--- src/rtk_pkg.sv ---
`default_nettype none
package rtk_pkg;

  // Register indices; byte address is four times the index
  localparam logic [5:0] IDX_CTL = 6'h00;
  localparam logic [5:0] IDX_CAL = 6'h01;
  localparam logic [5:0] IDX_SEC = 6'h02;
  localparam logic [5:0] IDX_MIN = 6'h03;
  localparam logic [5:0] IDX_HOUR = 6'h04;
  localparam logic [5:0] IDX_DOW = 6'h05;
  localparam logic [5:0] IDX_DATE = 6'h06;
  localparam logic [5:0] IDX_MONTH = 6'h07;
  localparam logic [5:0] IDX_YEAR = 6'h08;
  localparam logic [5:0] IDX_CHG = 6'h0B;

  // Control register fields
  localparam int CTL_READ_BIT = 0;
  localparam int CTL_WRITE_BIT = 1;
  localparam int CTL_CAL_BIT = 2;
  // Calibration register fields
  localparam int CAL_MAG_W = 5;
  localparam int CAL_SIGN_BIT = 5;
  // Charger register fields
  localparam int CHG_ENABLE_BIT = 2;
  localparam int CHG_FAST_BIT = 5;

  // Time limits
  localparam logic [7:0] SEC_LAST = 8'h3B;
  localparam logic [7:0] MIN_LAST = 8'h3B;
  localparam logic [7:0] HOUR_LAST = 8'h17;
  localparam logic [7:0] DOW_LAST = 8'h07;
  localparam logic [7:0] MONTH_LAST = 8'h0C;
  localparam logic [7:0] YEAR_LAST = 8'h63;
  localparam logic [7:0] DAYS_31 = 8'h1F;
  localparam logic [7:0] DAYS_30 = 8'h1E;
  localparam logic [7:0] DAYS_29 = 8'h1D;
  localparam logic [7:0] DAYS_28 = 8'h1C;
  localparam logic [7:0] MONTH_FEB = 8'h02;
  localparam logic [7:0] MONTH_APR = 8'h04;
  localparam logic [7:0] MONTH_JUN = 8'h06;
  localparam logic [7:0] MONTH_SEP = 8'h09;
  localparam logic [7:0] MONTH_NOV = 8'h0B;
  localparam logic [7:0] FIRST_ONE = 8'h01;
  localparam logic [7:0] FIRST_ZERO = 8'h00;

  // Time base and divider
  localparam real TIMEBASE_HZ = 32768.0;
  localparam int TIMEBASE_DIV = 32768;
  localparam int SQ_WAVE_BIT = 5;
  localparam int CAL_PERIOD_S = 8;
  localparam logic [CAL_MAG_W-1:0] CAL_RESET = 5'h00;

  // AXI response codes
  localparam logic [1:0] RESP_OKAY = 2'b00;
  localparam logic [1:0] RESP_SLVERR = 2'b10;

  typedef struct packed {
    logic [7:0] sec;
    logic [7:0] min;
    logic [7:0] hour;
    logic [7:0] dow;
    logic [7:0] date;
    logic [7:0] month;
    logic [7:0] year;
  } rtk_time_s;

  localparam rtk_time_s TIME_RESET = '{sec: 8'h00, min: 8'h00, hour: 8'h00, dow: 8'h01,
                                       date: 8'h01, month: 8'h01, year: 8'h00};

endpackage
`default_nettype wire

--- src/rtk_tick_next.sv ---
`timescale 1ns/10ps
`default_nettype none
module rtk_tick_next
  import rtk_pkg::*;
(
  // Present time
  input wire rtk_time_s cur,
  // Time one second later
  output rtk_time_s nxt
);

  logic [7:0] days_in_month;

  always_comb begin
    case (cur.month)
      MONTH_FEB: days_in_month = (cur.year[1:0] == 2'b00) ? DAYS_29 : DAYS_28;
      MONTH_APR, MONTH_JUN, MONTH_SEP, MONTH_NOV: days_in_month = DAYS_30;
      default: days_in_month = DAYS_31;
    endcase
  end

  // Out-of-range values wrap at the next carry instead of counting on
  always_comb begin
    nxt = cur;
    if (cur.sec < SEC_LAST) begin
      nxt.sec = cur.sec + FIRST_ONE;
    end else begin
      nxt.sec = FIRST_ZERO;
      if (cur.min < MIN_LAST) begin
        nxt.min = cur.min + FIRST_ONE;
      end else begin
        nxt.min = FIRST_ZERO;
        if (cur.hour < HOUR_LAST) begin
          nxt.hour = cur.hour + FIRST_ONE;
        end else begin
          nxt.hour = FIRST_ZERO;
          nxt.dow = (cur.dow < DOW_LAST) ? cur.dow + FIRST_ONE : FIRST_ONE;
          if (cur.date < days_in_month) begin
            nxt.date = cur.date + FIRST_ONE;
          end else begin
            nxt.date = FIRST_ONE;
            if (cur.month < MONTH_LAST) begin
              nxt.month = cur.month + FIRST_ONE;
            end else begin
              nxt.month = FIRST_ONE;
              nxt.year = (cur.year < YEAR_LAST) ? cur.year + FIRST_ONE : FIRST_ZERO;
            end
          end
        end
      end
    end
  end

endmodule
`default_nettype wire

--- src/rtk_timekeeper.sv ---
`timescale 1ns/10ps
`default_nettype none
// Contract
// - Rising read-snapshot bit copies core time into holding registers.
// - A pending core tick completes before the snapshot is loaded.
// - Holding registers stay frozen while the read-snapshot bit is one; here host time writes still reach them if the write-lock bit is also set.
// - Write-lock bit set: host writes collect in holding registers only.
// - Write-lock bit cleared: holding registers load the core as new time.
// - Core always advances; holding registers track it unless read-snapshot or write-lock bit is set.
// - Divide the 32.768 kHz time base down to one-second ticks.
// - Readable, writable seconds, minutes, hours, weekday, date, month, year.
// - Calibration bit set: shared pin leaves power-fail duty for calibration.
// - In calibration mode the shared pin carries a 512 Hz square wave.
// - Correction removes divider pulses for fast clock, adds for slow.
// - Correction sign one adds pulses, zero removes pulses.
// - Five-bit correction magnitude at calibration register bits four to zero.
// - Correction writes take effect only while calibration bit is one.
// - Clearing calibration bit returns shared pin to power-fail output.
// - Charge register bit two switches trickle charger on or off.
// - Charge register bit five selects the fast charge current.
// - Calibration code is sign bit above five-bit step count.
module rtk_timekeeper
  import rtk_pkg::*;
#(
  parameter int DIV_COUNT = TIMEBASE_DIV,
  parameter int CAL_PERIOD = CAL_PERIOD_S,
  parameter int ADDR_W = 8
) (
  // Clock and reset
  input wire logic aclk,
  input wire logic aresetn,
  // AXI4-Lite write address
  input wire logic [ADDR_W-1:0] s_axi_awaddr,
  input wire logic s_axi_awvalid,
  output logic s_axi_awready,
  // AXI4-Lite write data
  input wire logic [31:0] s_axi_wdata,
  input wire logic [3:0] s_axi_wstrb,
  input wire logic s_axi_wvalid,
  output logic s_axi_wready,
  // AXI4-Lite write response
  output logic [1:0] s_axi_bresp,
  output logic s_axi_bvalid,
  input wire logic s_axi_bready,
  // AXI4-Lite read address
  input wire logic [ADDR_W-1:0] s_axi_araddr,
  input wire logic s_axi_arvalid,
  output logic s_axi_arready,
  // AXI4-Lite read data
  output logic [31:0] s_axi_rdata,
  output logic [1:0] s_axi_rresp,
  output logic s_axi_rvalid,
  input wire logic s_axi_rready,
  // Pins
  input wire logic timebase_in,
  input wire logic powerfail_n_in,
  output logic cal_or_powerfail_pin_q,
  output logic backup_charge_enable_q,
  output logic fast_charge_select_q
);

  localparam int DIV_W = $clog2(DIV_COUNT) + 2;
  localparam int PER_W = $clog2(CAL_PERIOD) + 1;
  localparam logic [DIV_W-1:0] DIV_LIMIT = DIV_W'(DIV_COUNT);
  localparam logic [PER_W-1:0] PER_LAST = PER_W'(CAL_PERIOD - 1);

  // Pin synchronisers
  logic tb_meta_q, tb_sync_q, tb_prev_q;
  logic pf_meta_q, pf_sync_q;
  logic tb_tick;

  // Kept running through reset so a high time base gives no false edge at release
  always_ff @(posedge aclk) begin
    tb_meta_q <= timebase_in;
    tb_sync_q <= tb_meta_q;
    tb_prev_q <= tb_sync_q;
    pf_meta_q <= powerfail_n_in;
    pf_sync_q <= pf_meta_q;
  end

  assign tb_tick = tb_sync_q & ~tb_prev_q;

  // Register state
  logic read_snap_q, write_lock_q, cal_mode_q;
  logic cal_sign_q;
  logic [CAL_MAG_W-1:0] cal_mag_q;
  rtk_time_s core_q, hold_q, core_d, core_next;

  // AXI write path
  logic aw_pend_q, w_pend_q;
  logic [ADDR_W-1:0] aw_addr_q;
  logic [7:0] w_byte_q;
  logic w_lane_q;
  logic do_write;
  logic [5:0] wr_idx;
  logic wr_ok;

  assign do_write = aw_pend_q & w_pend_q & ~s_axi_bvalid;
  assign wr_idx = aw_addr_q[ADDR_W-1:2];

  function automatic logic idx_mapped(input logic [5:0] idx);
    idx_mapped = (idx <= IDX_YEAR) || (idx == IDX_CHG);
  endfunction

  assign wr_ok = do_write & w_lane_q & idx_mapped(wr_idx);

  always_ff @(posedge aclk) begin
    if (!aresetn) begin
      s_axi_awready <= 1'b1;
      s_axi_wready <= 1'b1;
      aw_pend_q <= 1'b0;
      w_pend_q <= 1'b0;
      aw_addr_q <= '0;
      w_byte_q <= 8'h00;
      w_lane_q <= 1'b0;
      s_axi_bvalid <= 1'b0;
      s_axi_bresp <= RESP_OKAY;
    end else begin
      if (s_axi_awvalid && s_axi_awready) begin
        aw_pend_q <= 1'b1;
        aw_addr_q <= s_axi_awaddr;
        s_axi_awready <= 1'b0;
      end
      if (s_axi_wvalid && s_axi_wready) begin
        w_pend_q <= 1'b1;
        w_byte_q <= s_axi_wdata[7:0];
        w_lane_q <= s_axi_wstrb[0];
        s_axi_wready <= 1'b0;
      end
      if (do_write) begin
        aw_pend_q <= 1'b0;
        w_pend_q <= 1'b0;
        s_axi_bvalid <= 1'b1;
        s_axi_bresp <= idx_mapped(wr_idx) ? RESP_OKAY : RESP_SLVERR;
      end
      // Ready returns only after the response, so one write at a time
      if (s_axi_bvalid && s_axi_bready) begin
        s_axi_bvalid <= 1'b0;
        s_axi_awready <= 1'b1;
        s_axi_wready <= 1'b1;
      end
    end
  end

  // Control bit edges seen on the write that changes them
  logic wr_ctl, snap_rise, lock_fall, wr_time;

  assign wr_ctl = wr_ok && (wr_idx == IDX_CTL);
  assign snap_rise = wr_ctl && w_byte_q[CTL_READ_BIT] && !read_snap_q;
  assign lock_fall = wr_ctl && !w_byte_q[CTL_WRITE_BIT] && write_lock_q;
  assign wr_time = wr_ok && (wr_idx >= IDX_SEC) && (wr_idx <= IDX_YEAR);

  always_ff @(posedge aclk) begin
    if (!aresetn) begin
      read_snap_q <= 1'b0;
      write_lock_q <= 1'b0;
      cal_mode_q <= 1'b0;
    end else if (wr_ctl) begin
      read_snap_q <= w_byte_q[CTL_READ_BIT];
      write_lock_q <= w_byte_q[CTL_WRITE_BIT];
      cal_mode_q <= w_byte_q[CTL_CAL_BIT];
    end
  end

  // No backing store here: reset stands in for the retained correction value
  always_ff @(posedge aclk) begin
    if (!aresetn) begin
      cal_mag_q <= CAL_RESET;
      cal_sign_q <= 1'b0;
    end else if (wr_ok && (wr_idx == IDX_CAL) && cal_mode_q) begin
      cal_mag_q <= w_byte_q[CAL_MAG_W-1:0];
      cal_sign_q <= w_byte_q[CAL_SIGN_BIT];
    end
  end

  always_ff @(posedge aclk) begin
    if (!aresetn) begin
      backup_charge_enable_q <= 1'b0;
      fast_charge_select_q <= 1'b0;
    end else if (wr_ok && (wr_idx == IDX_CHG)) begin
      backup_charge_enable_q <= w_byte_q[CHG_ENABLE_BIT];
      fast_charge_select_q <= w_byte_q[CHG_FAST_BIT];
    end
  end

  // Divider with pulse add/remove correction
  logic [DIV_W-1:0] div_q, div_sum;
  logic [1:0] div_inc;
  logic [CAL_MAG_W-1:0] corr_left_q;
  logic [PER_W-1:0] per_q;
  logic sec_tick;

  always_comb begin
    div_inc = 2'h1;
    if (corr_left_q != '0) begin
      div_inc = cal_sign_q ? 2'h2 : 2'h0;
    end
  end

  assign div_sum = div_q + {{(DIV_W-2){1'b0}}, div_inc};
  assign sec_tick = tb_tick && (div_sum >= DIV_LIMIT);

  always_ff @(posedge aclk) begin
    if (!aresetn) begin
      div_q <= '0;
    end else if (tb_tick) begin
      div_q <= sec_tick ? div_sum - DIV_LIMIT : div_sum;
    end
  end

  // Correction loaded once per period, then applied on consecutive time-base ticks until used up
  always_ff @(posedge aclk) begin
    if (!aresetn) begin
      per_q <= '0;
      corr_left_q <= '0;
    end else begin
      if (sec_tick) begin
        per_q <= (per_q == PER_LAST) ? '0 : per_q + 1'b1;
      end
      if (sec_tick && per_q == PER_LAST) begin
        corr_left_q <= cal_mag_q;
      end else if (tb_tick && corr_left_q != '0) begin
        corr_left_q <= corr_left_q - 1'b1;
      end
    end
  end

  rtk_tick_next u_tick_next (
    .cur(core_q),
    .nxt(core_next)
  );

  assign core_d = sec_tick ? core_next : core_q;

  always_ff @(posedge aclk) begin
    if (!aresetn) begin
      core_q <= TIME_RESET;
    end else if (lock_fall) begin
      core_q <= hold_q;
    end else begin
      core_q <= core_d;
    end
  end

  always_ff @(posedge aclk) begin
    if (!aresetn) begin
      hold_q <= TIME_RESET;
    end else if (snap_rise) begin
      hold_q <= core_d;
    end else if (write_lock_q && wr_time) begin
      case (wr_idx)
        IDX_SEC: hold_q.sec <= w_byte_q;
        IDX_MIN: hold_q.min <= w_byte_q;
        IDX_HOUR: hold_q.hour <= w_byte_q;
        IDX_DOW: hold_q.dow <= w_byte_q;
        IDX_DATE: hold_q.date <= w_byte_q;
        IDX_MONTH: hold_q.month <= w_byte_q;
        default: hold_q.year <= w_byte_q;
      endcase
    end else if (!read_snap_q && !write_lock_q) begin
      hold_q <= core_d;
    end
  end

  // Shared pin: square wave from divider, else comparator level
  always_ff @(posedge aclk) begin
    if (!aresetn) begin
      cal_or_powerfail_pin_q <= 1'b1;
    end else if (cal_mode_q) begin
      cal_or_powerfail_pin_q <= div_q[SQ_WAVE_BIT];
    end else begin
      cal_or_powerfail_pin_q <= pf_sync_q;
    end
  end

  // AXI read path
  logic [5:0] rd_idx;
  logic [7:0] rd_byte;

  assign rd_idx = s_axi_araddr[ADDR_W-1:2];

  always_comb begin
    rd_byte = 8'h00;
    case (rd_idx)
      IDX_CTL: begin
        rd_byte[CTL_READ_BIT] = read_snap_q;
        rd_byte[CTL_WRITE_BIT] = write_lock_q;
        rd_byte[CTL_CAL_BIT] = cal_mode_q;
      end
      IDX_CAL: begin
        rd_byte[CAL_MAG_W-1:0] = cal_mag_q;
        rd_byte[CAL_SIGN_BIT] = cal_sign_q;
      end
      IDX_SEC: rd_byte = hold_q.sec;
      IDX_MIN: rd_byte = hold_q.min;
      IDX_HOUR: rd_byte = hold_q.hour;
      IDX_DOW: rd_byte = hold_q.dow;
      IDX_DATE: rd_byte = hold_q.date;
      IDX_MONTH: rd_byte = hold_q.month;
      IDX_YEAR: rd_byte = hold_q.year;
      IDX_CHG: begin
        rd_byte[CHG_ENABLE_BIT] = backup_charge_enable_q;
        rd_byte[CHG_FAST_BIT] = fast_charge_select_q;
      end
      default: rd_byte = 8'h00;
    endcase
  end

  always_ff @(posedge aclk) begin
    if (!aresetn) begin
      s_axi_arready <= 1'b1;
      s_axi_rvalid <= 1'b0;
      s_axi_rdata <= 32'h0000_0000;
      s_axi_rresp <= RESP_OKAY;
    end else if (s_axi_arvalid && s_axi_arready) begin
      s_axi_arready <= 1'b0;
      s_axi_rvalid <= 1'b1;
      s_axi_rdata <= {24'h00_0000, rd_byte};
      s_axi_rresp <= idx_mapped(rd_idx) ? RESP_OKAY : RESP_SLVERR;
    end else if (s_axi_rvalid && s_axi_rready) begin
      s_axi_rvalid <= 1'b0;
      s_axi_arready <= 1'b1;
    end
  end

endmodule
`default_nettype wire

--- config.mk ---
export PLATFORM = sky130hd
export DESIGN_NAME = rtk_timekeeper
export DESIGN_NICKNAME = d
export VERILOG_FILES = /design/src/rtk_pkg.sv /design/src/rtk_tick_next.sv /design/src/rtk_timekeeper.sv
export SDC_FILE = /design/constraint.sdc
export NUM_CORES = 1
export LEC_CHECK = 0
export ABC_CLOCK_PERIOD_IN_PS = 3900
export BUFFER_PORTS_ARGS = -buffer_cell sky130_fd_sc_hd__buf_4
export CORE_MARGIN = 1
export CORE_UTILIZATION = 55
export DETAILED_ROUTE_END_ITERATION = 6
export PLACE_DENSITY = 0.81
export SYNTH_ARGS = -nofsm -noshare
export SYNTH_HDL_FRONTEND = slang
export SYNTH_HIERARCHICAL = 1
export SYNTH_SLANG_ARGS = --single-unit
--- constraint.sdc ---
create_clock -name aclk -period 3.9 [get_ports aclk]
set_clock_uncertainty 0.05 [all_clocks]
set_input_delay 0.78 -clock aclk [delete_from_list [all_inputs] [get_ports aclk]]
set_output_delay 0.78 -clock aclk [all_outputs]
set_load 0.1 [all_outputs]
==> results of run 1 <==
layout by cell type (no fill, tap or decap), types with 16 or more instances in the layout:
master	n
a21oi_1	163
nand3_1	77
mux2i_1	28
o21ai_0	102
clkbuf_16	19
nand2_1	251
o221a_4	17
buf_4	106
nor3_1	20
o221a_1	23
and3_1	71
xnor2_1	16
dfxtp_1	185
nor2_1	75
o311ai_1	43
inv_1	25
conb_1	28
power by group through the flow:
stage | Sequential [mW] | Clock [mW] | Combinational, mW
floorplan | 2.06 | 0 | 0.293
global placement | 2.00 | 0 | 0.450
detailed placement | 2.00 | 0 | 0.454
CTS | 1.96 | 1.83 | 0.455
global route | 1.96 | 1.91 | 0.491
finish | 1.96 | 1.82 | 0.469
area by class of cell:
class                      count  area share, %
clock buffer                  20           3.44
clock inverter                12           1.21
inverter                      27          0.764
multi-input combinational   1188           56.1
sequential                   187           28.2
timing repair buffer         118           7.65
tap                          270           2.55
worst paths after layout:
kind | to | slack (ns) | depth (start not counted)
setup / recovery | core_q[30] | 0.15 | 16
hold / removal | pf_sync_q | 0.29 | 0
setup reg to reg | core_q[30] | 0.15 | 16
hold reg to reg | pf_sync_q | 0.29 | 0
critical path: stages, from the launching register on:
cell,delay (ns)
dfxtp_2,0.35
inv_2,0.04
ha_2,0.18
nor4b_4,0.12
buf_4,0.16
nand2b_4,0.13
buf_4,0.14
fa_2,0.33
and4b_2,0.38
and2_4,0.18
a41oi_2,0.13
nor4b_2,0.30
buf_4,0.16
and3_4,0.34
buf_12,0.19
o221a_1,0.28
a21oi_1,0.09
registers in the layout, summed over array words and instances (netlist names), 4 cells and up:
register / cells
core_q: 56
hold_q: 56
per_q: 4
cal_mag_q: 5
w_byte_q: 8
aw_addr_q: 6
corr_left_q: 5
div_q: 17
s_axi_rdata: 8
cells in the mapped netlist (14+ instances only):
library cell and count:
a21oi_1 163, a22oi_1 14, and2_1 17, and3_1 72, buf_1 19, buf_2 18
buf_4 28, clkbuf_1 82, dfxtp_1 187, ha_1 18, inv_1 27, mux2i_1 28
nand2_1 251, nand3_1 77, nor2_1 75, nor3_1 20, o21ai_0 104, o221a_1 40
o311ai_1 45, xnor2_1 17
kinds of logic after synthesis:
| logic type | count (synthesis) | synth area share, % |
|---|---|---|
| AND/OR/NAND/NOR | 595 | 24.6 |
| AO/OA/AOI/OAI | 486 | 28.6 |
| flip-flops | 187 | 32.0 |
| buffers and inverters | 182 | 7.39 |
| multiplexers | 35 | 3.36 |
| XOR/XNOR | 25 | 1.87 |
| adder cells (fa/ha/maj) | 19 | 2.10 |
| other | 2 | 0.0642 |
per-layer routing:
metal  track usage [%]  vias up  routed length [um]  part of all wire [%]
met4              13.4        2                1840                   4.9
met1              44.7     5719               14900                    40
met3              7.59      156                4540                    12
met5                 0        -                  14                 0.037
met2              51.1      811               16100                    43
li1                  -     5616                   -                     -
timing repair:
item,in CTS,in global routing
setup endpoints to repair,2,123
resized for setup,1,42
setup buffers,0,3
gates cloned,0,5
pin swaps,0,11
==> results.yml, run 1 <==
status:
  status: "completed"
synthesis:
  netlist_area_um2: 11700
  synth_cells: 1531
  synth_edf_count: 0
  async_flop_share_pct: 0
  synthFlopType: "dfxtp_1"
  synth_cell_type_count: 84
  synth.area.top_cells: "dfxtp_1 (32%), nand2_1 (8.1%), a21oi_1 (7.0%)"
  yosys_warnings: 6
  avgSynthCellArea_um2: 7.64
  synth_top_area_share_pct: 32.0
  yosysSeqAreaShare_pct: 32.0
  ys_ff_latch: 187
  synth_area_leader_cell: "dfxtp_1"
cts:
  clk_latency_ns: 0.44
  cts_tree: "built"
  htreeDepth: 4
  cts_buffers: 17
  cts_hold_buffers: 0
  clk_pin_slew_ns: 0.07
  clk_path_buf_depth: 2
  clockRootBuffer: "clkbuf_16"
  cts_sinks: 187
worst_setup_path:
  cp.required_ns: 4.11
  crit_arrival_ns: 3.97
  reg2reg_from: "corr_left_q[1]"
  end_kind: "flop"
  start_kind: "flop"
  crit_path_start: "corr_left_q[1]"
  worstSetupPathType: "flop to flop"
  crit_fanout: 11
global_routing:
  grt_max_degree: 112
  track_usage_pct: 33.2
  gr-total-overflow: 0
  antenna_found_initial: 1
  grt_pass1_wl_um: 58000
  grt_pass1_vias: 10900
layout:
  layout-area-overhead-vs-synth_pct: 13.4
  nNetsFinal: 1619
  utilization_pct: 64.5
  drive_gt1_share_pct: 14.9
  ff_latch_area_um2: 3750
  multi_input_area_um2: 7450
  design_area_um2: 13300
  fin_cells: 1822
  n_antenna_cell: 0
  num-fill-cells: 1726
floorplanning:
  fp.dieArea_um2: 21900
  ioPinCount: 105
  core_um2: 20600
  row_count: 52
  die_x_um: 148
  start_util_pct: 56.9
  die_y_um: 148
detailed_routing:
  vias_per_cell: 6.75
  drt_first_pass_iters: 6
  wl_per_cell_um: 20.5
  num_vias: 12300
  drt_wl_total_um: 37400
  drc_errors: 0
  ant_nets: 0
  first_iter_violations: 1831
timing:
  fin_crit_sh_pct: 96.3
  hold_slack_ns: 0.285
  period_needed_ns: 3.75
  slew_headroom_pct: 20.5
  worst_pin_slew_ns: 1.19
  setup_ws_ns: 0.146
  final_max_slew_viol_count: 0
  setup_viol: 0
  finalSetupTns_ns: 0
  hold_viol_final: 0
  fmax_mhz: 266
pwr:
  cellPowerDensity_nw_per_um2: 321
  clock_power_share_pct: 42.9
  leakage_nw: 4.95
  sequentialPowerShare_pct: 46.1
  finalPower_mw: 4.26
  vdd_drop_max_uv: 285
  p_int_mw: 3.09
  sw_frac_of_total_pct: 27.5
  p_sw_mw: 1.17
  p_comb_share_pct: 11.0
place:
  place_inst: 1782
  portBuffers: 47
  hpwl_um: 24500
  place_area_um2: 12300
  place.gp.congestion: 0.965
  place_ws_ns: 0.0408
run:
  drv_cap: 0
hold_path:
  hold_path_class: "flop to flop"
  hp-start: "pf_meta_q"
Power figures use the tool's default switching activity.
==> run 2, diff against run 1 <==
ABC_AREA = 1   (was unset)
CELL_PAD_IN_SITES_DETAIL_PLACEMENT = 0   (was unset)
CELL_PAD_IN_SITES_GLOBAL_PLACEMENT = 1   (was unset)
CORE_ASPECT_RATIO = 1.75   (was unset)
CORE_UTILIZATION = 39   (was 55)
==> run 2 against run 1 <==
Against the previous run:
- die area increased by 38%
- critical path depth is 6 higher
- via count shrank 8.0%
- final area shrank 4.3%
- largest cell class unchanged
- utilization is 20 points lower
- hold slack improved by 0.0071 ns
- worst setup slack improved by 0.22 ns
- first-iteration DRC count shrank 55%
- sequential share of layout area rose by 1.2 points
==> results.yml, run 2 <==
status:
  status: "completed"
synthesis:
  synth-xor-area-share_pct: 0.764
  yosys_warnings: 6
  yosysSeqAreaShare_pct: 32.7
  avgSynthCellArea_um2: 6.38
  synth_area_leader_cell: "dfxtp_1"
  synth_edf_count: 0
  yosysMostFrequentCell: "nand2_1"
  synth_cell_type_count: 55
  synth_top_area_share_pct: 32.7
  synth-compound-area-share_pct: 17.5
  synthFlopType: "dfxtp_1"
  async_flop_share_pct: 0
  muxShareOfSynthArea_pct: 0
  yosys.area_share.simple_pct: 31.8
  synth.area.top_cells: "dfxtp_1 (33%), nand2_1 (14%), inv_1 (9.7%)"
  netlist_area_um2: 11500
  synth_fa_ha_area_share_pct: 2.14
  synth_top_family_by_area: "simple AND/OR/NAND/NOR gates"
  synthTopCellsByCount: "nand2_1 (426), inv_1 (297), dfxtp_1 (187)"
  synth_cells: 1796
  ys_ff_latch: 187
worst_setup_path:
  reg2reg_from: "corr_left_q[0]"
  cpMostUsedCell: "nand2_1"
  worstSetupPathType: "flop to flop"
  end_kind: "flop"
  cp.required_ns: 4.25
  critPathMaxStageDelay_ns: 0.51
  cp.buffers_inverters: 5
  critPathTopFamily: "simple AND/OR/NAND/NOR gates"
  cp_cell_sequence: "inv_1 -> ha_1 -> nand3_1 -> inv_1 -> ha_1 -> inv_1 -> fa_2 -> inv_1 -> nor2_1 -> nand2_1 -> nor2_1 -> nand2_1 -> nor2_1 -> nand2_1 -> nor2_1 -> nand2_1 -> nand2_2 -> nand2_2 -> buf_12 -> nand2_1 -> nand3_1 -> a21oi_1"
  crit_fanout: 36
  worst_path_max_delay_cell: "fa_2"
  crit_arrival_ns: 3.88
  start_kind: "flop"
  crit_path_start: "corr_left_q[0]"
detailed_routing:
  ant_nets: 0
  num_vias: 11300
  drc_errors: 0
  first_iter_violations: 820
  vias_per_cell: 5.12
  drt_wl_total_um: 37000
  wl_per_cell_um: 16.8
  drt_first_pass_iters: 6
pwr:
  cellPowerDensity_nw_per_um2: 396
  leakage_nw: 6.07
  vdd_drop_max_uv: 370
  finalPower_mw: 5.03
cts:
  cts_sinks: 187
  clk_latency_ns: 0.47
  ctsResizeCount: 0
  clk_pin_slew_ns: 0.08
  post_cts_buffers: 0
  cts_tree: "built"
  clockRootBuffer: "clkbuf_16"
  cts_hold_buffers: 0
  htreeDepth: 4
  clk_path_buf_depth: 2
  cts_buffers: 17
floorplanning:
  start_util_pct: 39.9
  core_um2: 28700
  ioPinCount: 105
  fp.dieArea_um2: 30100
  row_count: 82
  die_y_um: 229
  die_x_um: 132
place:
  place_inst: 2176
  place_ws_ns: 0.129
  hpwl_um: 26400
  portBuffers: 47
  place.gp.congestion: 0.946
run:
  drv_cap: 0
timing:
  rsz0062_at_grt: "false"
  fmax_mhz: 283
  worst_pin_slew_ns: 0.970
  hold_slack_ns: 0.292
  fin_crit_sh_pct: 90.6
  setup_ws_ns: 0.366
  setup_viol: 0
  period_needed_ns: 3.53
  hold_viol_final: 0
  finalSetupTns_ns: 0
  final_max_slew_viol_count: 0
  slew_headroom_pct: 34.9
global_routing:
  grt_pass1_vias: 10500
  gr-total-overflow: 0
  grt_max_degree: 78
  track_usage_pct: 24.7
  grt_pass1_wl_um: 57000
  antenna_found_initial: 0
layout:
  num-fill-cells: 3072
  ff_latch_area_um2: 3740
  nNetsFinal: 1898
  drive_gt1_share_pct: 8.63
  top_regs: "core_q x56, hold_q x56, div_q x17"
  fin_cells: 2209
  layout-area-overhead-vs-synth_pct: 10.8
  final_common_cell: "nand2_1"
  layout_common_cells: "nand2_1 (425), inv_1 (296), dfxtp_1 (187)"
  n_antenna_cell: 0
  multi_input_area_um2: 6110
hold_path:
  hp-start: "pf_meta_q"
  hold_path_class: "flop to flop"
-- run 2: cell types whose count changed in the layout (fill, tap and decap cells not counted), sizes merged, moves of 16 or more --
cell,delta
nor2,+88
and2,-18
o221a,-49
inv,+282
xnor2,-16
buf,-39
nand3b,+57
o311ai,-45
nand3,+32
mux2i,-28
nand2,+186
and3,-70
-- run 2: area by class of cell --
cell class / instances / share of cell area, %
clock buffers: 18 / 3.46
clock inverters: 14 / 1.34
inverters: 306 / 9.05
multi-input cells: 1229 / 48.1
flip-flops and latches: 187 / 29.5
well taps: 378 / 3.72
repair buffers: 77 / 4.85
-- run 2: final timing paths --
check	endpoint	depth (start not counted)	slack, ns
max reg2reg	hold_q[6]	22	0.37
min	pf_sync_q	0	0.29
max	hold_q[6]	22	0.37
min reg2reg	pf_sync_q	0	0.29
-- run 2: layer usage --
metal	vias to the layer above	share of wire, %	GRT usage [%]
met5	-	0	0
met4	0	6.3	16.4
met3	92	3.7	3.64
met2	275	52	46.0
met1	5234	38	25.4
li1	5713	-	-
-- run 2: through the flow --
step | util [%] | area, um2
after global routing | 44.2 | 12700
after floorplan | - | 11600
after detailed placement | 42.0 | 12100
after global placement | 42.0 | 12100
after CTS | 44.2 | 12700
final | 44.2 | 12700
-- run 2: cell families (layout without fill, tap and decap cells) --
family                     after synthesis  in the layout
AOI/OAI and AO/OA                      355            355
xor gates and xnor gates                10             10
DFF                                    187            187
and+or+nand+nor                        816            817
buffers and inverters                  407            415
other                                    2             28
adders and majority gates               19             19
-- run 2: report_power, final --
group,internal (mW),total [mW],switching [mW]
Combinational,0.317,1.04,0.722
Sequential,2.03,2.13,0.100
Clock,0.989,1.86,0.872
Total,3.34,5.03,1.69
